<file path="config.mk">
export PLATFORM = sky130hd
export DESIGN_NAME = isp_slave
export DESIGN_NICKNAME = d
export VERILOG_FILES = /design/src/rtl/isp_pkg.sv /design/src/rtl/isp_link_if.sv /design/src/rtl/isp_line_filter.sv /design/src/rtl/isp_strap_latch.sv /design/src/rtl/isp_slave.sv
export SDC_FILE = /design/constraint.sdc
export NUM_CORES = 1
export LEC_CHECK = 0
export BUFFER_PORTS_ARGS = -buffer_cell sky130_fd_sc_hd__buf_4
export CORE_AREA = 3 3 98 100
export DETAILED_ROUTE_END_ITERATION = 10
export DIE_AREA = 0 0 101 103
export GPL_TIMING_DRIVEN = 0
export PLACE_DENSITY = 0.67
export SLEW_MARGIN = 20
export SYNTH_ARGS = -nofsm -noshare
export SYNTH_HDL_FRONTEND = slang
export SYNTH_HIERARCHICAL = 1
export SYNTH_SLANG_ARGS = --single-unit
</file>
<file path="constraint.sdc">
create_clock -name MCLK -period 2.4 [get_ports MCLK]
set_input_delay 0.72 -clock MCLK [delete_from_list [all_inputs] [get_ports MCLK]]
set_output_delay 0.72 -clock MCLK [all_outputs]
set_load 0.03 [all_outputs]
</file>
<file path="src/rtl/isp_pkg.sv">
// Shared constants and types for the I2C register slave port.
`default_nettype none
package isp_pkg;
    // Core clock rate, used to turn times into cycle counts.
    localparam int MCLK_FREQ_MHZ = 200;
    // Widest spike that the input filters swallow in each speed mode.
    localparam int T_SPIKE_FS_NS = 50;
    localparam int T_SPIKE_HS_NS = 10;
    // Filter lengths in cycles, rounded up so that a full spike is covered.
    localparam int SPIKE_FS_CYC = (T_SPIKE_FS_NS * MCLK_FREQ_MHZ + 999) / 1000;
    localparam int SPIKE_HS_CYC = (T_SPIKE_HS_NS * MCLK_FREQ_MHZ + 999) / 1000;
    localparam int FLT_CNT_W = 4;
    localparam logic [FLT_CNT_W-1:0] FLT_FS_LAST = FLT_CNT_W'(SPIKE_FS_CYC - 1);
    localparam logic [FLT_CNT_W-1:0] FLT_HS_LAST = FLT_CNT_W'(SPIKE_HS_CYC - 1);
    // Fixed upper address bits used when the select pin is low.
    localparam logic [3:0] ADDR_FIXED_HI = 4'h5;
    // A master code byte carries this pattern in its five upper bits.
    localparam logic [4:0] MCODE_PREFIX = 5'h01;
    // Index of the last bit of a byte.
    localparam logic [2:0] BIT_LAST = 3'h7;
    // Cycles between reset release and the strap capture.
    localparam logic [1:0] STRAP_WAIT = 2'h3;
    // Idle level of both bus lines.
    localparam logic [1:0] LINE_IDLE = 2'h3;
    // Byte engine states.
    typedef enum logic [2:0] {
        ST_IDLE, ST_RX, ST_ACK, ST_TX, ST_MACK, ST_IGNORE
    } isp_state_t;
    // Meaning of the next byte received.
    typedef enum logic [1:0] {
        PH_ADDR, PH_PTR, PH_DATA
    } isp_phase_t;
endpackage
`default_nettype wire

</file>
<file path="src/rtl/isp_link_if.sv">
// Internal carrier between the line filter, strap latch and byte engine.
`default_nettype none
interface isp_link_if;
    logic       scl;      // Filtered clock level.
    logic       sda;      // Filtered data level.
    logic       scl_rise; // One-cycle pulse on a filtered clock rise.
    logic       scl_fall; // One-cycle pulse on a filtered clock fall.
    logic       start;    // Start or repeated start seen.
    logic       stop;     // Stop seen.
    logic       hs;       // High-speed settings in force.
    logic [6:0] own_addr; // Latched slave address.
    logic       addr_ok;  // Address has been latched.
    modport line  (output scl, sda, scl_rise, scl_fall, start, stop, input hs);
    modport strap (output own_addr, addr_ok);
    modport core  (input scl, sda, scl_rise, scl_fall, start, stop, own_addr, addr_ok, output hs);
endinterface
`default_nettype wire

</file>
<file path="src/rtl/isp_line_filter.sv">
// Synchroniser, spike filter and start/stop detector for the two bus lines.
`default_nettype none
module isp_line_filter
    import isp_pkg::*;
(
    // Clock and reset.
    input  wire logic clk,
    input  wire logic rst,
    // Raw bus lines.
    input  wire logic scl_pin,
    input  wire logic sda_pin,
    // Filtered events.
    isp_link_if.line  lnk
);
    logic [1:0]                s1_q;   // First stage, read only by the second.
    logic [1:0]                s2_q;   // Second stage.
    logic [1:0]                s3_q;   // Third stage.
    logic [1:0]                flt_q;  // Accepted levels, bit 0 clock, bit 1 data.
    logic [1:0]                prev_q; // Accepted levels one cycle back.
    logic [1:0][FLT_CNT_W-1:0] cnt_q;  // Stable-time counters.
    wire  [FLT_CNT_W-1:0]      last;   // Filter length for the current mode.

    // High-speed mode shortens the filter, so it also admits shorter spikes.
    assign last = lnk.hs ? FLT_HS_LAST : FLT_FS_LAST;

    // Three-stage synchroniser; lines idle high.
    always_ff @(posedge clk) begin
        if (rst) begin
            s1_q <= LINE_IDLE;
            s2_q <= LINE_IDLE;
            s3_q <= LINE_IDLE;
        end else begin
            s1_q <= {sda_pin, scl_pin};
            s2_q <= s1_q;
            s3_q <= s2_q;
        end
    end

    // A new level is taken only after it stood, with stages two and three agreeing, for the whole filter time.
    always_ff @(posedge clk) begin
        if (rst) begin
            flt_q  <= LINE_IDLE;
            prev_q <= LINE_IDLE;
            cnt_q  <= '0;
        end else begin
            prev_q <= flt_q;
            for (int i = 0; i < 2; i++) begin
                // A mode switch can drop the limit below a running count, so the compare is not exact.
                if (s2_q[i] != s3_q[i] || s3_q[i] == flt_q[i]) begin
                    cnt_q[i] <= '0;
                end else if (cnt_q[i] >= last) begin
                    flt_q[i] <= s3_q[i];
                    cnt_q[i] <= '0;
                end else begin
                    cnt_q[i] <= cnt_q[i] + FLT_CNT_W'(1);
                end
            end
        end
    end

    // Edge and condition decode from the accepted levels.
    assign lnk.scl      = flt_q[0];
    assign lnk.sda      = flt_q[1];
    assign lnk.scl_rise = flt_q[0] & ~prev_q[0];
    assign lnk.scl_fall = ~flt_q[0] & prev_q[0];
    assign lnk.start    = flt_q[0] & prev_q[0] & prev_q[1] & ~flt_q[1];
    assign lnk.stop     = flt_q[0] & prev_q[0] & ~prev_q[1] & flt_q[1];
endmodule
`default_nettype wire

</file>
<file path="src/rtl/isp_strap_latch.sv">
// Captures the slave address straps once after reset release.
`default_nettype none
module isp_strap_latch
    import isp_pkg::*;
(
    // Clock and reset.
    input  wire logic       clk,
    input  wire logic       rst,
    // Strap pins.
    input  wire logic       sel_pin,
    input  wire logic [5:0] addr_pins,
    // Latched address.
    isp_link_if.strap       lnk
);
    logic [6:0] s1_q;   // First stage, read only by the second.
    logic [6:0] s2_q;   // Second stage.
    logic [6:0] s3_q;   // Third stage.
    logic [1:0] wait_q; // Cycles since reset release.
    logic       done_q; // Address has been taken.
    logic [6:0] addr_q; // Latched address.
    wire        take;   // Capture strobe.
    wire  [6:0] addr_d; // Address built from the straps.

    // Select low keeps four fixed upper bits; select high uses six pins and a zero MSB.
    assign addr_d = s3_q[6] ? {1'b0, s3_q[5:0]} : {ADDR_FIXED_HI, s3_q[2:0]};
    assign take   = !done_q && wait_q == STRAP_WAIT && s2_q == s3_q;

    // Capture only once; pin changes afterwards are ignored until the next reset.
    always_ff @(posedge clk) begin
        if (rst) begin
            s1_q   <= '0;
            s2_q   <= '0;
            s3_q   <= '0;
            wait_q <= '0;
            done_q <= 1'b0;
            addr_q <= '0;
        end else begin
            s1_q <= {sel_pin, addr_pins};
            s2_q <= s1_q;
            s3_q <= s2_q;
            if (wait_q != STRAP_WAIT) begin
                wait_q <= wait_q + 2'h1;
            end
            if (take) begin
                done_q <= 1'b1;
                addr_q <= addr_d;
            end
        end
    end

    assign lnk.own_addr = addr_q;
    assign lnk.addr_ok  = done_q;
endmodule
`default_nettype wire

</file>
<file path="src/rtl/isp_slave.sv">
// I2C slave port giving a host read and write access to internal registers.
// Operation
// - Bytes travel MSB first, then acknowledge slot.
// - Sender releases, receiver holds SDA low.
// - Master nack ends read; device releases SDA.
// - No limit on bytes per transfer.
// - First byte after start selects the slave.
// - Straps sampled once at reset release.
// - Select low: upper bits fixed 0101b.
// - Select high: six pin bits, MSB zero.
// - Write: address, pointer, data to one register.
// - Read frame returns pointed register every byte.
// - Start, master code, nack enter high speed.
// - High speed holds across repeated starts.
// - Only stop leaves high-speed mode.
// - Fast mode after reset.
// - Master code switches the input filters.
// - Force bit gives permanent high speed.
// - Without master code stay in fast mode.
// - Slave only; never drives clock.
// - Detect start and stop; restart acts as start.
`default_nettype none
module isp_slave
    import isp_pkg::*;
(
    // Clock and reset.
    input  wire logic       MCLK,
    input  wire logic       RST,
    // Bus lines; the clock is only ever an input.
    input  wire logic       SCL,
    input  wire logic       SDA_I,
    output logic            SDA_O,
    output logic            SDA_OE,
    // Address straps.
    input  wire logic       ADDRESS_SELECT_PIN,
    input  wire logic [5:0] ADDR_PIN,
    // Mode control and status.
    input  wire logic       FORCE_HIGH_SPEED,
    output logic            HS_MODE,
    // Internal register port.
    output logic [7:0]      REG_ADDR,
    output logic [7:0]      REG_WDATA,
    output logic            REG_WE,
    output logic            REG_RE,
    input  wire logic [7:0] REG_RDATA
);
    isp_link_if lnk ();

    isp_state_t st_q;        // Byte engine state.
    isp_state_t st_d;
    isp_phase_t ph_q;        // Meaning of the next received byte.
    isp_phase_t ph_d;
    logic [2:0] bit_cnt_q;   // Bit index within a byte.
    logic [2:0] bit_cnt_d;
    logic [7:0] shift_q;     // Receive or transmit shifter.
    logic [7:0] shift_d;
    logic       slot_q;      // Acknowledge bit is on the bus.
    logic       slot_d;
    logic       ack_q;       // This byte is acknowledged.
    logic       ack_d;
    logic       rw_q;        // Frame direction, one for read.
    logic       rw_d;
    logic       mcode_q;     // Byte just received was a master code.
    logic       mcode_d;
    logic       hs_q;        // High-speed mode entered by master code.
    logic       hs_d;
    logic       oe_q;        // Pulling SDA low.
    logic       oe_d;
    logic [7:0] ptr_q;       // Register pointer.
    logic [7:0] ptr_d;
    logic [7:0] wdata_q;     // Write data to the register file.
    logic [7:0] wdata_d;
    logic       we_q;        // Write strobe.
    logic       we_d;
    logic       re_q;        // Read strobe.
    logic       re_d;

    wire  [7:0] rx_byte;     // Byte complete at this clock rise.
    wire        last_bit;    // Current bit is the eighth.
    wire        addr_hit;    // Address byte names this device.
    wire        is_mcode;    // Address byte is a master code.
    wire        load_tx;     // Fetch and present the next read byte.

    // Line conditioning and edge detection.
    isp_line_filter u_line (
        .clk     (MCLK),
        .rst     (RST),
        .scl_pin (SCL),
        .sda_pin (SDA_I),
        .lnk     (lnk)
    );

    // Slave address capture.
    isp_strap_latch u_strap (
        .clk       (MCLK),
        .rst       (RST),
        .sel_pin   (ADDRESS_SELECT_PIN),
        .addr_pins (ADDR_PIN),
        .lnk       (lnk)
    );

    // Bits are shifted in at the bottom and move up, so the first bit ends up as MSB.
    assign rx_byte  = {shift_q[6:0], lnk.sda};
    assign last_bit = bit_cnt_q == BIT_LAST;
    // Before the straps are taken nothing matches, so an early frame is ignored.
    assign addr_hit = lnk.addr_ok && rx_byte[7:1] == lnk.own_addr;
    // A master code is only meaningful while still in fast mode.
    assign is_mcode = rx_byte[7:3] == MCODE_PREFIX && !HS_MODE;
    // Read bytes are fetched at the fall that ends the address ack or a master ack.
    assign load_tx  = lnk.scl_fall && slot_q &&
                      ((st_q == ST_ACK && ack_q && rw_q) || st_q == ST_MACK);

    // Next-state logic of the byte engine.
    always_comb begin
        st_d      = st_q;
        ph_d      = ph_q;
        bit_cnt_d = bit_cnt_q;
        shift_d   = shift_q;
        slot_d    = slot_q;
        ack_d     = ack_q;
        rw_d      = rw_q;
        mcode_d   = mcode_q;
        hs_d      = hs_q;
        oe_d      = oe_q;
        ptr_d     = ptr_q;
        wdata_d   = wdata_q;
        we_d      = 1'b0;
        re_d      = 1'b0;
        if (lnk.start) begin
            // Start and repeated start rearm address reception; speed mode is kept.
            st_d      = ST_RX;
            ph_d      = PH_ADDR;
            bit_cnt_d = '0;
            slot_d    = 1'b0;
            mcode_d   = 1'b0;
            oe_d      = 1'b0;
        end else if (lnk.stop) begin
            // Stop is the only way back to fast mode.
            st_d   = ST_IDLE;
            slot_d = 1'b0;
            oe_d   = 1'b0;
            hs_d   = 1'b0;
        end else if (load_tx) begin
            // Present the MSB of the pointed register on the same fall.
            st_d      = ST_TX;
            slot_d    = 1'b0;
            bit_cnt_d = '0;
            shift_d   = REG_RDATA;
            oe_d      = ~REG_RDATA[7];
            re_d      = 1'b1;
        end else begin
            case (st_q)
                ST_RX: begin
                    // Sample on each clock rise; decide the byte on the eighth.
                    if (lnk.scl_rise) begin
                        shift_d   = rx_byte;
                        bit_cnt_d = bit_cnt_q + 3'h1;
                        if (last_bit) begin
                            st_d = ST_ACK;
                            case (ph_q)
                                PH_ADDR: begin
                                    if (is_mcode) begin
                                        // Nobody acknowledges a master code.
                                        mcode_d = 1'b1;
                                        ack_d   = 1'b0;
                                    end else if (addr_hit) begin
                                        ack_d = 1'b1;
                                        rw_d  = rx_byte[0];
                                        ph_d  = PH_PTR;
                                    end else begin
                                        // Not for us: stay off the line until a condition.
                                        st_d  = ST_IGNORE;
                                        ack_d = 1'b0;
                                    end
                                end
                                PH_PTR: begin
                                    ptr_d = rx_byte;
                                    ack_d = 1'b1;
                                    ph_d  = PH_DATA;
                                end
                                default: begin
                                    // Every data byte goes to the same register.
                                    wdata_d = rx_byte;
                                    we_d    = 1'b1;
                                    ack_d   = 1'b1;
                                end
                            endcase
                        end
                    end
                end
                ST_ACK: begin
                    if (lnk.scl_fall && !slot_q) begin
                        // Receiver pulls low for the whole high phase of the ack pulse.
                        oe_d   = ack_q;
                        slot_d = 1'b1;
                    end else if (lnk.scl_rise && slot_q && mcode_q && lnk.sda) begin
                        // Master code followed by a not-acknowledge.
                        hs_d = 1'b1;
                    end else if (lnk.scl_fall && slot_q) begin
                        slot_d    = 1'b0;
                        oe_d      = 1'b0;
                        bit_cnt_d = '0;
                        // No byte count limit: loop back for another byte.
                        st_d      = ack_q ? ST_RX : ST_IGNORE;
                    end
                end
                ST_TX: begin
                    // Shift out on each clock fall; release for the master's ack.
                    if (lnk.scl_fall) begin
                        if (last_bit) begin
                            oe_d = 1'b0;
                            st_d = ST_MACK;
                        end else begin
                            shift_d   = {shift_q[6:0], 1'b0};
                            oe_d      = ~shift_q[6];
                            bit_cnt_d = bit_cnt_q + 3'h1;
                        end
                    end
                end
                ST_MACK: begin
                    // Low means another byte; high ends the read and we let go.
                    if (lnk.scl_rise) begin
                        if (lnk.sda) begin
                            st_d = ST_IGNORE;
                        end else begin
                            slot_d = 1'b1;
                        end
                    end
                end
                default: begin
                    // Idle and ignore wait for a condition with SDA released.
                    oe_d = 1'b0;
                end
            endcase
        end
    end

    // Engine registers.
    always_ff @(posedge MCLK) begin
        if (RST) begin
            st_q      <= ST_IDLE;
            ph_q      <= PH_ADDR;
            bit_cnt_q <= '0;
            shift_q   <= '0;
            slot_q    <= 1'b0;
            ack_q     <= 1'b0;
            rw_q      <= 1'b0;
            mcode_q   <= 1'b0;
            hs_q      <= 1'b0;
            oe_q      <= 1'b0;
        end else begin
            st_q      <= st_d;
            ph_q      <= ph_d;
            bit_cnt_q <= bit_cnt_d;
            shift_q   <= shift_d;
            slot_q    <= slot_d;
            ack_q     <= ack_d;
            rw_q      <= rw_d;
            mcode_q   <= mcode_d;
            hs_q      <= hs_d;
            oe_q      <= oe_d;
        end
    end

    // Register port registers.
    always_ff @(posedge MCLK) begin
        if (RST) begin
            ptr_q   <= '0;
            wdata_q <= '0;
            we_q    <= 1'b0;
            re_q    <= 1'b0;
        end else begin
            ptr_q   <= ptr_d;
            wdata_q <= wdata_d;
            we_q    <= we_d;
            re_q    <= re_d;
        end
    end

    // The force bit skips the master code; only safe on a point-to-point bus.
    assign HS_MODE   = hs_q | FORCE_HIGH_SPEED;
    assign lnk.hs    = HS_MODE;
    // Open drain: the port only ever pulls data low and never touches the clock.
    assign SDA_O     = 1'b0;
    assign SDA_OE    = oe_q;
    assign REG_ADDR  = ptr_q;
    assign REG_WDATA = wdata_q;
    assign REG_WE    = we_q;
    assign REG_RE    = re_q;
endmodule
`default_nettype wire

</file>
-- Word level (Yosys, flattened, before mapping)
Cells that the tools add are included.
- logic and storage cells: 221
- output and inout bits: 21
- bits of input ports: 20
- bits in registers: 88
- bitwise logic cells: 24
- order comparisons: 2
- equal/unequal tests: 53
- reductions and logical operators: 52
- add/subtract/negate cells: 4
- muxes and demuxes: 56
- operator list (operator ; count):
    $mux 3 ; 20
    $ne 5x5->1 const B ; 7
    $reduce_and 10->1 ; 3
    $mux 7 ; 4
    $ne 3x3->1 const B ; 9
    $ne 2x2->1 const B ; 13
    $mux 1 ; 21
    $reduce_and 7->1 ; 3
    $not 1->1 ; 16
    $reduce_and 8->1 ; 2
    $eq 7x7->1 ; 2
    $pmux 7 s2 ; 1
    $logic_and 1x1->1 ; 12
    $pmux 3 s4 ; 1
    $reduce_and 6->1 ; 2
    $ne 5x4->1 const B ; 2
    $reduce_and 5->1 ; 2
    $pmux 3 s3 ; 1
    $reduce_and 9->1 ; 1
    $reduce_or 3->1 ; 3
    $add 4x1->4 const B ; 2
    $ge 4x4->1 ; 2
    $reduce_bool 2->1 ; 4
    $reduce_bool 4->1 ; 2
    34 further kinds ; 56

-- Depth between registers and ports, before layout
- depth in word-level cells: 11
- depth in mapped cells: 8
- depth with buffers taken out: 7

-- Cells and area by module
The synthesis kept the hierarchy.
- by module, submodules not included (module ; times used ; sequential area each (µm²) ; cells an instance ; area an instance (µm²)):
    isp_slave ; 1 ; 780.7 ; 247 ; 2049.5
    isp_strap_latch ; 1 ; 600.6 ; 92 ; 1051.0
    isp_line_filter ; 1 ; 360.3 ; 78 ; 828.3

-- Worst setup path before layout
Ideal clock, no wire load.
- path type: reg2reg
- start: reg u_line.prev_q[0]
- end: reg shift_q[4]
- arrival time: 2048 ps
- path slack: 264 ps
- period minus slack after synthesis: 2136 ps
- setup time: 88 ps
- stages on the path, launching flop included: 9
- buffers on the path: 2
- required time: 2312 ps
- cells stage by stage: dfxtp_1 nor2b_1 nand2_1 a211o_1 buf_6 a2111oi_4 buf_6 nor2_1 a311oi_2
- longest elaborated chain between the ends: 5
- elaborated cells between the ends (all ways): 18
- classes of those cells: 3 x eq/ne; 1 x mux; 10 x bitwise; 4 x reduce/logical
- RTL lines (element ; RTL line ; text):
    start: declaration ; isp_line_filter.sv:19 ; logic [1:0] prev_q;
    start signal: assignment ; isp_line_filter.sv:46 ; prev_q <= flt_q;
    $and 1x1->1 * ; isp_line_filter.sv:65 ; assign lnk.scl_fall = ~flt_q[0] & prev_q[0];
    net lnk.scl_fall ; isp_link_if.sv:7 ; logic scl_fall;
    $logic_and 1x1->1 (2 in a row) ; isp_slave.sv:110 ; assign load_tx = lnk.scl_fall && slot_q &&
    $ne 3x3->1 (no line) / $reduce_bool 3->1 (equally long branches) ; -- ;
    $reduce_and 6->1 (no line) ; -- ;
    end signal: assignment ; isp_slave.sv:255 ; shift_q <= shift_d;
    end: declaration ; isp_slave.sv:55 ; logic [7:0] shift_q;
Mark *: on every way through the listed nets, which the timed path passes. The rest lies on a longest branch.
A chain may end at the register's enable or synchronous reset.

-- Worst setup path in the final report
- start: reg st_q[1]
- end: reg bit_cnt_q[0]
- longest elaborated chain between the ends: 7
- elaborated cells between the ends (all ways): 18
- classes of those cells: 10 x eq/ne; 2 x mux; 6 x reduce/logical
- RTL lines (element ; RTL line ; text):
    start: declaration ; isp_slave.sv:49 ; isp_state_t st_q;
    start signal: assignment ; isp_slave.sv:252 ; st_q <= st_d;
    $eq 3x2->1 ; isp_slave.sv:111, isp_slave.sv:152 ;
    $logic_and 1x1->1 (2 in a row) ; isp_slave.sv:111 ; ((st_q == ST_ACK && ack_q && rw_q) || st_q == ST_MACK);
    $logic_or 1x1->1 ; isp_slave.sv:111 ;
    $logic_and 1x1->1 ; isp_slave.sv:110 ;
    $ne 3x3->1 (no line) (tied with other cells) ; -- ;
    $reduce_and 8->1 (no line) ; -- ;
    end signal: assignment ; isp_slave.sv:254 ; bit_cnt_q <= bit_cnt_d;
    end: declaration ; isp_slave.sv:53 ; logic [2:0] bit_cnt_q;
Several ways; a longest one is shown, not always the timed one.

==> run_summary.xml <==
<?xml version="1.0" encoding="UTF-8"?>
<metrics>
  <group name="drt">
    <metric name="routed_via_density" unit="">5.224</metric>
    <metric name="remaining_drc_errors" unit="">0</metric>
    <metric name="drt_pass1_iterations" unit="">4</metric>
    <metric name="routedWlPerCell" unit="um">14.03</metric>
    <metric name="via_count" unit="">3035</metric>
    <metric name="route.final.wire_length" unit="um">8153</metric>
    <metric name="detailed_route_iter0_violations" unit="">119</metric>
    <metric name="route.antenna.remaining_nets" unit="">0</metric>
  </group>
  <group name="die">
    <metric name="ios" unit="">41</metric>
    <metric name="design.core.area" unit="sq um">8763</metric>
    <metric name="placementRows" unit="">34</metric>
    <metric name="floorplan.initialDensity" unit="%">44.83</metric>
    <metric name="die_y" unit="um">103</metric>
    <metric name="chipWidth" unit="um">101</metric>
    <metric name="fp.dieArea" unit="sq um">10400</metric>
  </group>
  <group name="yosys">
    <metric name="synth_top_cells_by_count" unit="">dfxtp_1 (87), nand2_1 (38), nor2_1 (37), nor2b_1 (31), a21oi_1 (21)</metric>
    <metric name="synth_area_in_adders" unit="%">3.503</metric>
    <metric name="yosys.area_share.xor_xnor" unit="%">4.236</metric>
    <metric name="compound_gate_fraction_of_synth_area" unit="%">13.54</metric>
    <metric name="yosys.cell_count.top_type" unit="">dfxtp_1</metric>
    <metric name="synth_top_family_by_area" unit="">simple AND/OR/NAND/NOR gates</metric>
    <metric name="post-synth-top-area-cell" unit="">dfxtp_1</metric>
    <metric name="yosys-mux-area-fraction" unit="%">5.350</metric>
    <metric name="synth-async-reset-ratio" unit="%">0</metric>
    <metric name="post_synth_num_cell_types" unit="">58</metric>
    <metric name="register_area_share_after_synthesis" unit="%">44.33</metric>
    <metric name="syn_area" unit="sq um">3929</metric>
    <metric name="synth.top_cell.area_share" unit="%">44.33</metric>
    <metric name="synth_seq_cells" unit="">87</metric>
    <metric name="synthesis_warnings" unit="">6</metric>
    <metric name="synth_edf_count" unit="">0</metric>
    <metric name="synth_area_leaders" unit="">dfxtp_1 (44%), nor2b_1 (4.9%), mux2i_1 (4.6%)</metric>
    <metric name="ys.flop_type" unit="">dfxtp_1</metric>
    <metric name="synth.net_count" unit="">448</metric>
    <metric name="synthesis.instances" unit="">417</metric>
    <metric name="post_synth_and_or_nand_nor_area_fraction" unit="%">25.16</metric>
    <metric name="synthesis.area_per_instance" unit="sq um">9.422</metric>
  </group>
  <group name="place">
    <metric name="placed_cell_area" unit="sq um">4362</metric>
    <metric name="finalWeightedCongestion" unit="">0.9335</metric>
    <metric name="io_buffers" unit="">39</metric>
    <metric name="dp_hpwl" unit="um">5852</metric>
  </group>
  <group name="setup_path">
    <metric name="worstPathArrival" unit="ps">2480</metric>
    <metric name="worst-setup-path-type" unit="">reg2reg</metric>
    <metric name="rr_endpoint" unit="">bit_cnt_q[0]</metric>
    <metric name="critical_path_end_type" unit="">flop</metric>
    <metric name="startpoint_type" unit="">flop</metric>
    <metric name="regToRegStartpoint" unit="">st_q[1]</metric>
    <metric name="crit_required" unit="ps">2650</metric>
    <metric name="crit_path_max_fanout" unit="">10</metric>
    <metric name="reg2reg_setup_slack" unit="ps">170</metric>
    <metric name="reg2reg_depth" unit="">6</metric>
  </group>
  <group name="worst_hold_path">
    <metric name="timing.hold.worst_endpoint" unit="">u_line/s2_q[0]</metric>
    <metric name="worst_hold_startpoint" unit="">u_line/s1_q[0]</metric>
    <metric name="number_of_stages_on_the_worst_hold_path" unit="">1</metric>
    <metric name="worst_hold_path_type" unit="">reg2reg</metric>
  </group>
  <group name="cts">
    <metric name="cts-htree-levels" unit="">3</metric>
    <metric name="clk_path_buf_depth" unit="">2</metric>
    <metric name="numCtsBuffers" unit="">9</metric>
    <metric name="hold_buffers" unit="">0</metric>
    <metric name="cts_tree" unit="">done</metric>
    <metric name="clock_insertion_delay_worst_skew" unit="ps">360</metric>
    <metric name="cts_sinks" unit="">87</metric>
    <metric name="root_buffer" unit="">clkbuf_8</metric>
    <metric name="path_clk_slew" unit="ps">90</metric>
  </group>
  <group name="power">
    <metric name="total_leakage_power" unit="uW">0.001794</metric>
    <metric name="largest_vdd_supply_drop" unit="uV">444.7</metric>
    <metric name="total_power" unit="uW">2637</metric>
    <metric name="cellPowerDensity" unit="nW/um^2">573.9</metric>
  </group>
  <group name="grt">
    <metric name="grt_first_pass_wirelength" unit="um">13760</metric>
    <metric name="track_usage" unit="%">16.72</metric>
    <metric name="maximum_number_of_pins_on_one_net_before_global_route_repair" unit="">23</metric>
    <metric name="first_global_vias" unit="">3012</metric>
    <metric name="grt_overflow_total" unit="">0</metric>
    <metric name="grt_antenna_before_repair" unit="">0</metric>
  </group>
  <group name="timing">
    <metric name="timing.max_slew.rel_slack" unit="%">52.90</metric>
    <metric name="final.period_utilization" unit="%">92.73</metric>
    <metric name="finalSetupViolCount" unit="">0</metric>
    <metric name="report.final.slew_viol_count" unit="">0</metric>
    <metric name="layout_skew" unit="ps">8.782</metric>
    <metric name="fmax" unit="MHz">449.3</metric>
    <metric name="unrepaired_setup_endpoints_after_global_routing" unit="">false</metric>
    <metric name="worstMarginPinSlew" unit="ps">705.2</metric>
    <metric name="setup-tns-final" unit="ps">0</metric>
    <metric name="hold_viol_final" unit="">0</metric>
    <metric name="final_period_minus_worst_setup_slack" unit="ps">2225</metric>
  </group>
  <group name="finish">
    <metric name="postLayoutCellArea" unit="sq um">4594</metric>
    <metric name="antenna_diodes" unit="">0</metric>
    <metric name="area_growth" unit="%">16.94</metric>
    <metric name="final_net_count" unit="">499</metric>
    <metric name="drive_gt1_share" unit="%">20.51</metric>
    <metric name="final_core_utilization" unit="%">52.43</metric>
    <metric name="fillcell_total" unit="">821</metric>
  </group>
  <group name="outcome">
    <metric name="outcome" unit="">finished clean</metric>
  </group>
  <group name="run">
    <metric name="maxCapViolations" unit="">0</metric>
  </group>
</metrics>
-- how the worst max path moves through the flow --
stage                           from  cells after the start      endpoint  slack, ps
floorplan           u_line/prev_q[0]                      8    shift_q[4]        260
global placement     u_line/flt_q[0]                      5    shift_q[0]       -160
detailed placement   u_line/flt_q[0]                      8    shift_q[4]       -160
CTS                  u_line/flt_q[0]                      8    shift_q[4]         10
global route         u_line/flt_q[0]                      8       st_q[0]         20
finish                       st_q[1]                      6  bit_cnt_q[0]        170
-- metrics by stage --
step / hold WS, ps / std cells / setup slack (ps)
floorplan: 389.5 / 417 / 264.0
global placement: 391.5 / 564 / -162.2
detailed placement: 395.8 / 564 / -159.3
CTS: 420.2 / 580 / 13.75
global route: 444.1 / 581 / 22.19
finish: 416.6 / 581 / 174.5
-- critical path, stage by stage, from the launching register on --
cell	delay, ps
dfxtp_1	380
clkbuf_1	240
or3b_2	540
a21oi_1	270
nor2_1	140
a2111o_1	390
mux2i_1	160
-- logic make-up (layout without fill, tap and decap cells) --
| kind of cell | after synthesis | in the layout |
|---|---|---|
| flip-flops | 87 | 87 |
| adder cells (fa/ha/maj) | 11 | 11 |
| AO/OA/AOI/OAI | 67 | 67 |
| XOR/XNOR | 19 | 19 |
| multiplexers | 20 | 20 |
| AND/OR/NAND/NOR | 179 | 179 |
| buffers and inverters | 32 | 88 |
| other | 2 | 2 |
-- registers in the layout, summed over array words and instances, names as in the netlist, 2 cells and up --
register              count
ph_q                      2
REG_WDATA                 8
u_strap/lnk.own_addr      6
REG_ADDR                  8
u_line/prev_q             2
u_line/cnt_q              8
u_strap/s2_q              7
u_line/s2_q               2
shift_q                   7
u_strap/wait_q            2
u_line/s3_q               2
bit_cnt_q                 3
u_strap/s3_q              7
u_line/flt_q              2
st_q                      3
u_strap/s1_q              7
u_line/s1_q               2
-- final cells by class --
class                   instances  area [sq um]  area share (%)
clock buffers                  10         137.6           2.996
flip-flops and latches         87          1744           37.96
clock inverters                 6         61.31           1.334
plain buffers                  18         95.09           2.070
well taps                     108         135.1           2.941
repair buffers                 40         300.3           6.536
inverters                      14         52.55           1.144
multi-input cells             298          2068           45.02
-- metal layers --
layer / GRT usage (%) / routed length, um
met5: 0 / 0
met4: 5.521 / 111
met3: 4.601 / 434
met2: 28.61 / 3862
met1: 20.41 / 3745
-- layout by cell type (no fill, tap or decap), types with 9 or more instances in the layout --
cell type,instances
clkbuf_8,10
nand3_1,13
nor2b_1,30
nor2_1,37
a21oi_1,21
ha_1,11
mux2i_1,18
or2_2,9
dfxtp_1,85
nand2b_1,15
clkbuf_1,10
inv_1,14
xnor2_1,14
nand2_1,37
buf_4,42
-- power breakdown --
| part | internal (uW) | total (uW) | switching, uW |
|---|---|---|---|
| sequential | 1470 | 1490 | 15.2 |
| clock | 431 | 1020 | 584 |
| combinational | 69.0 | 135 | 66.2 |
-- timing repair --
action	CTS	global route
setup buffers	0	1
pin swaps	0	1
gates resized for setup	4	8
endpoints found under the setup margin	24	14
Note: power is estimated with default switching activity, not from simulation.
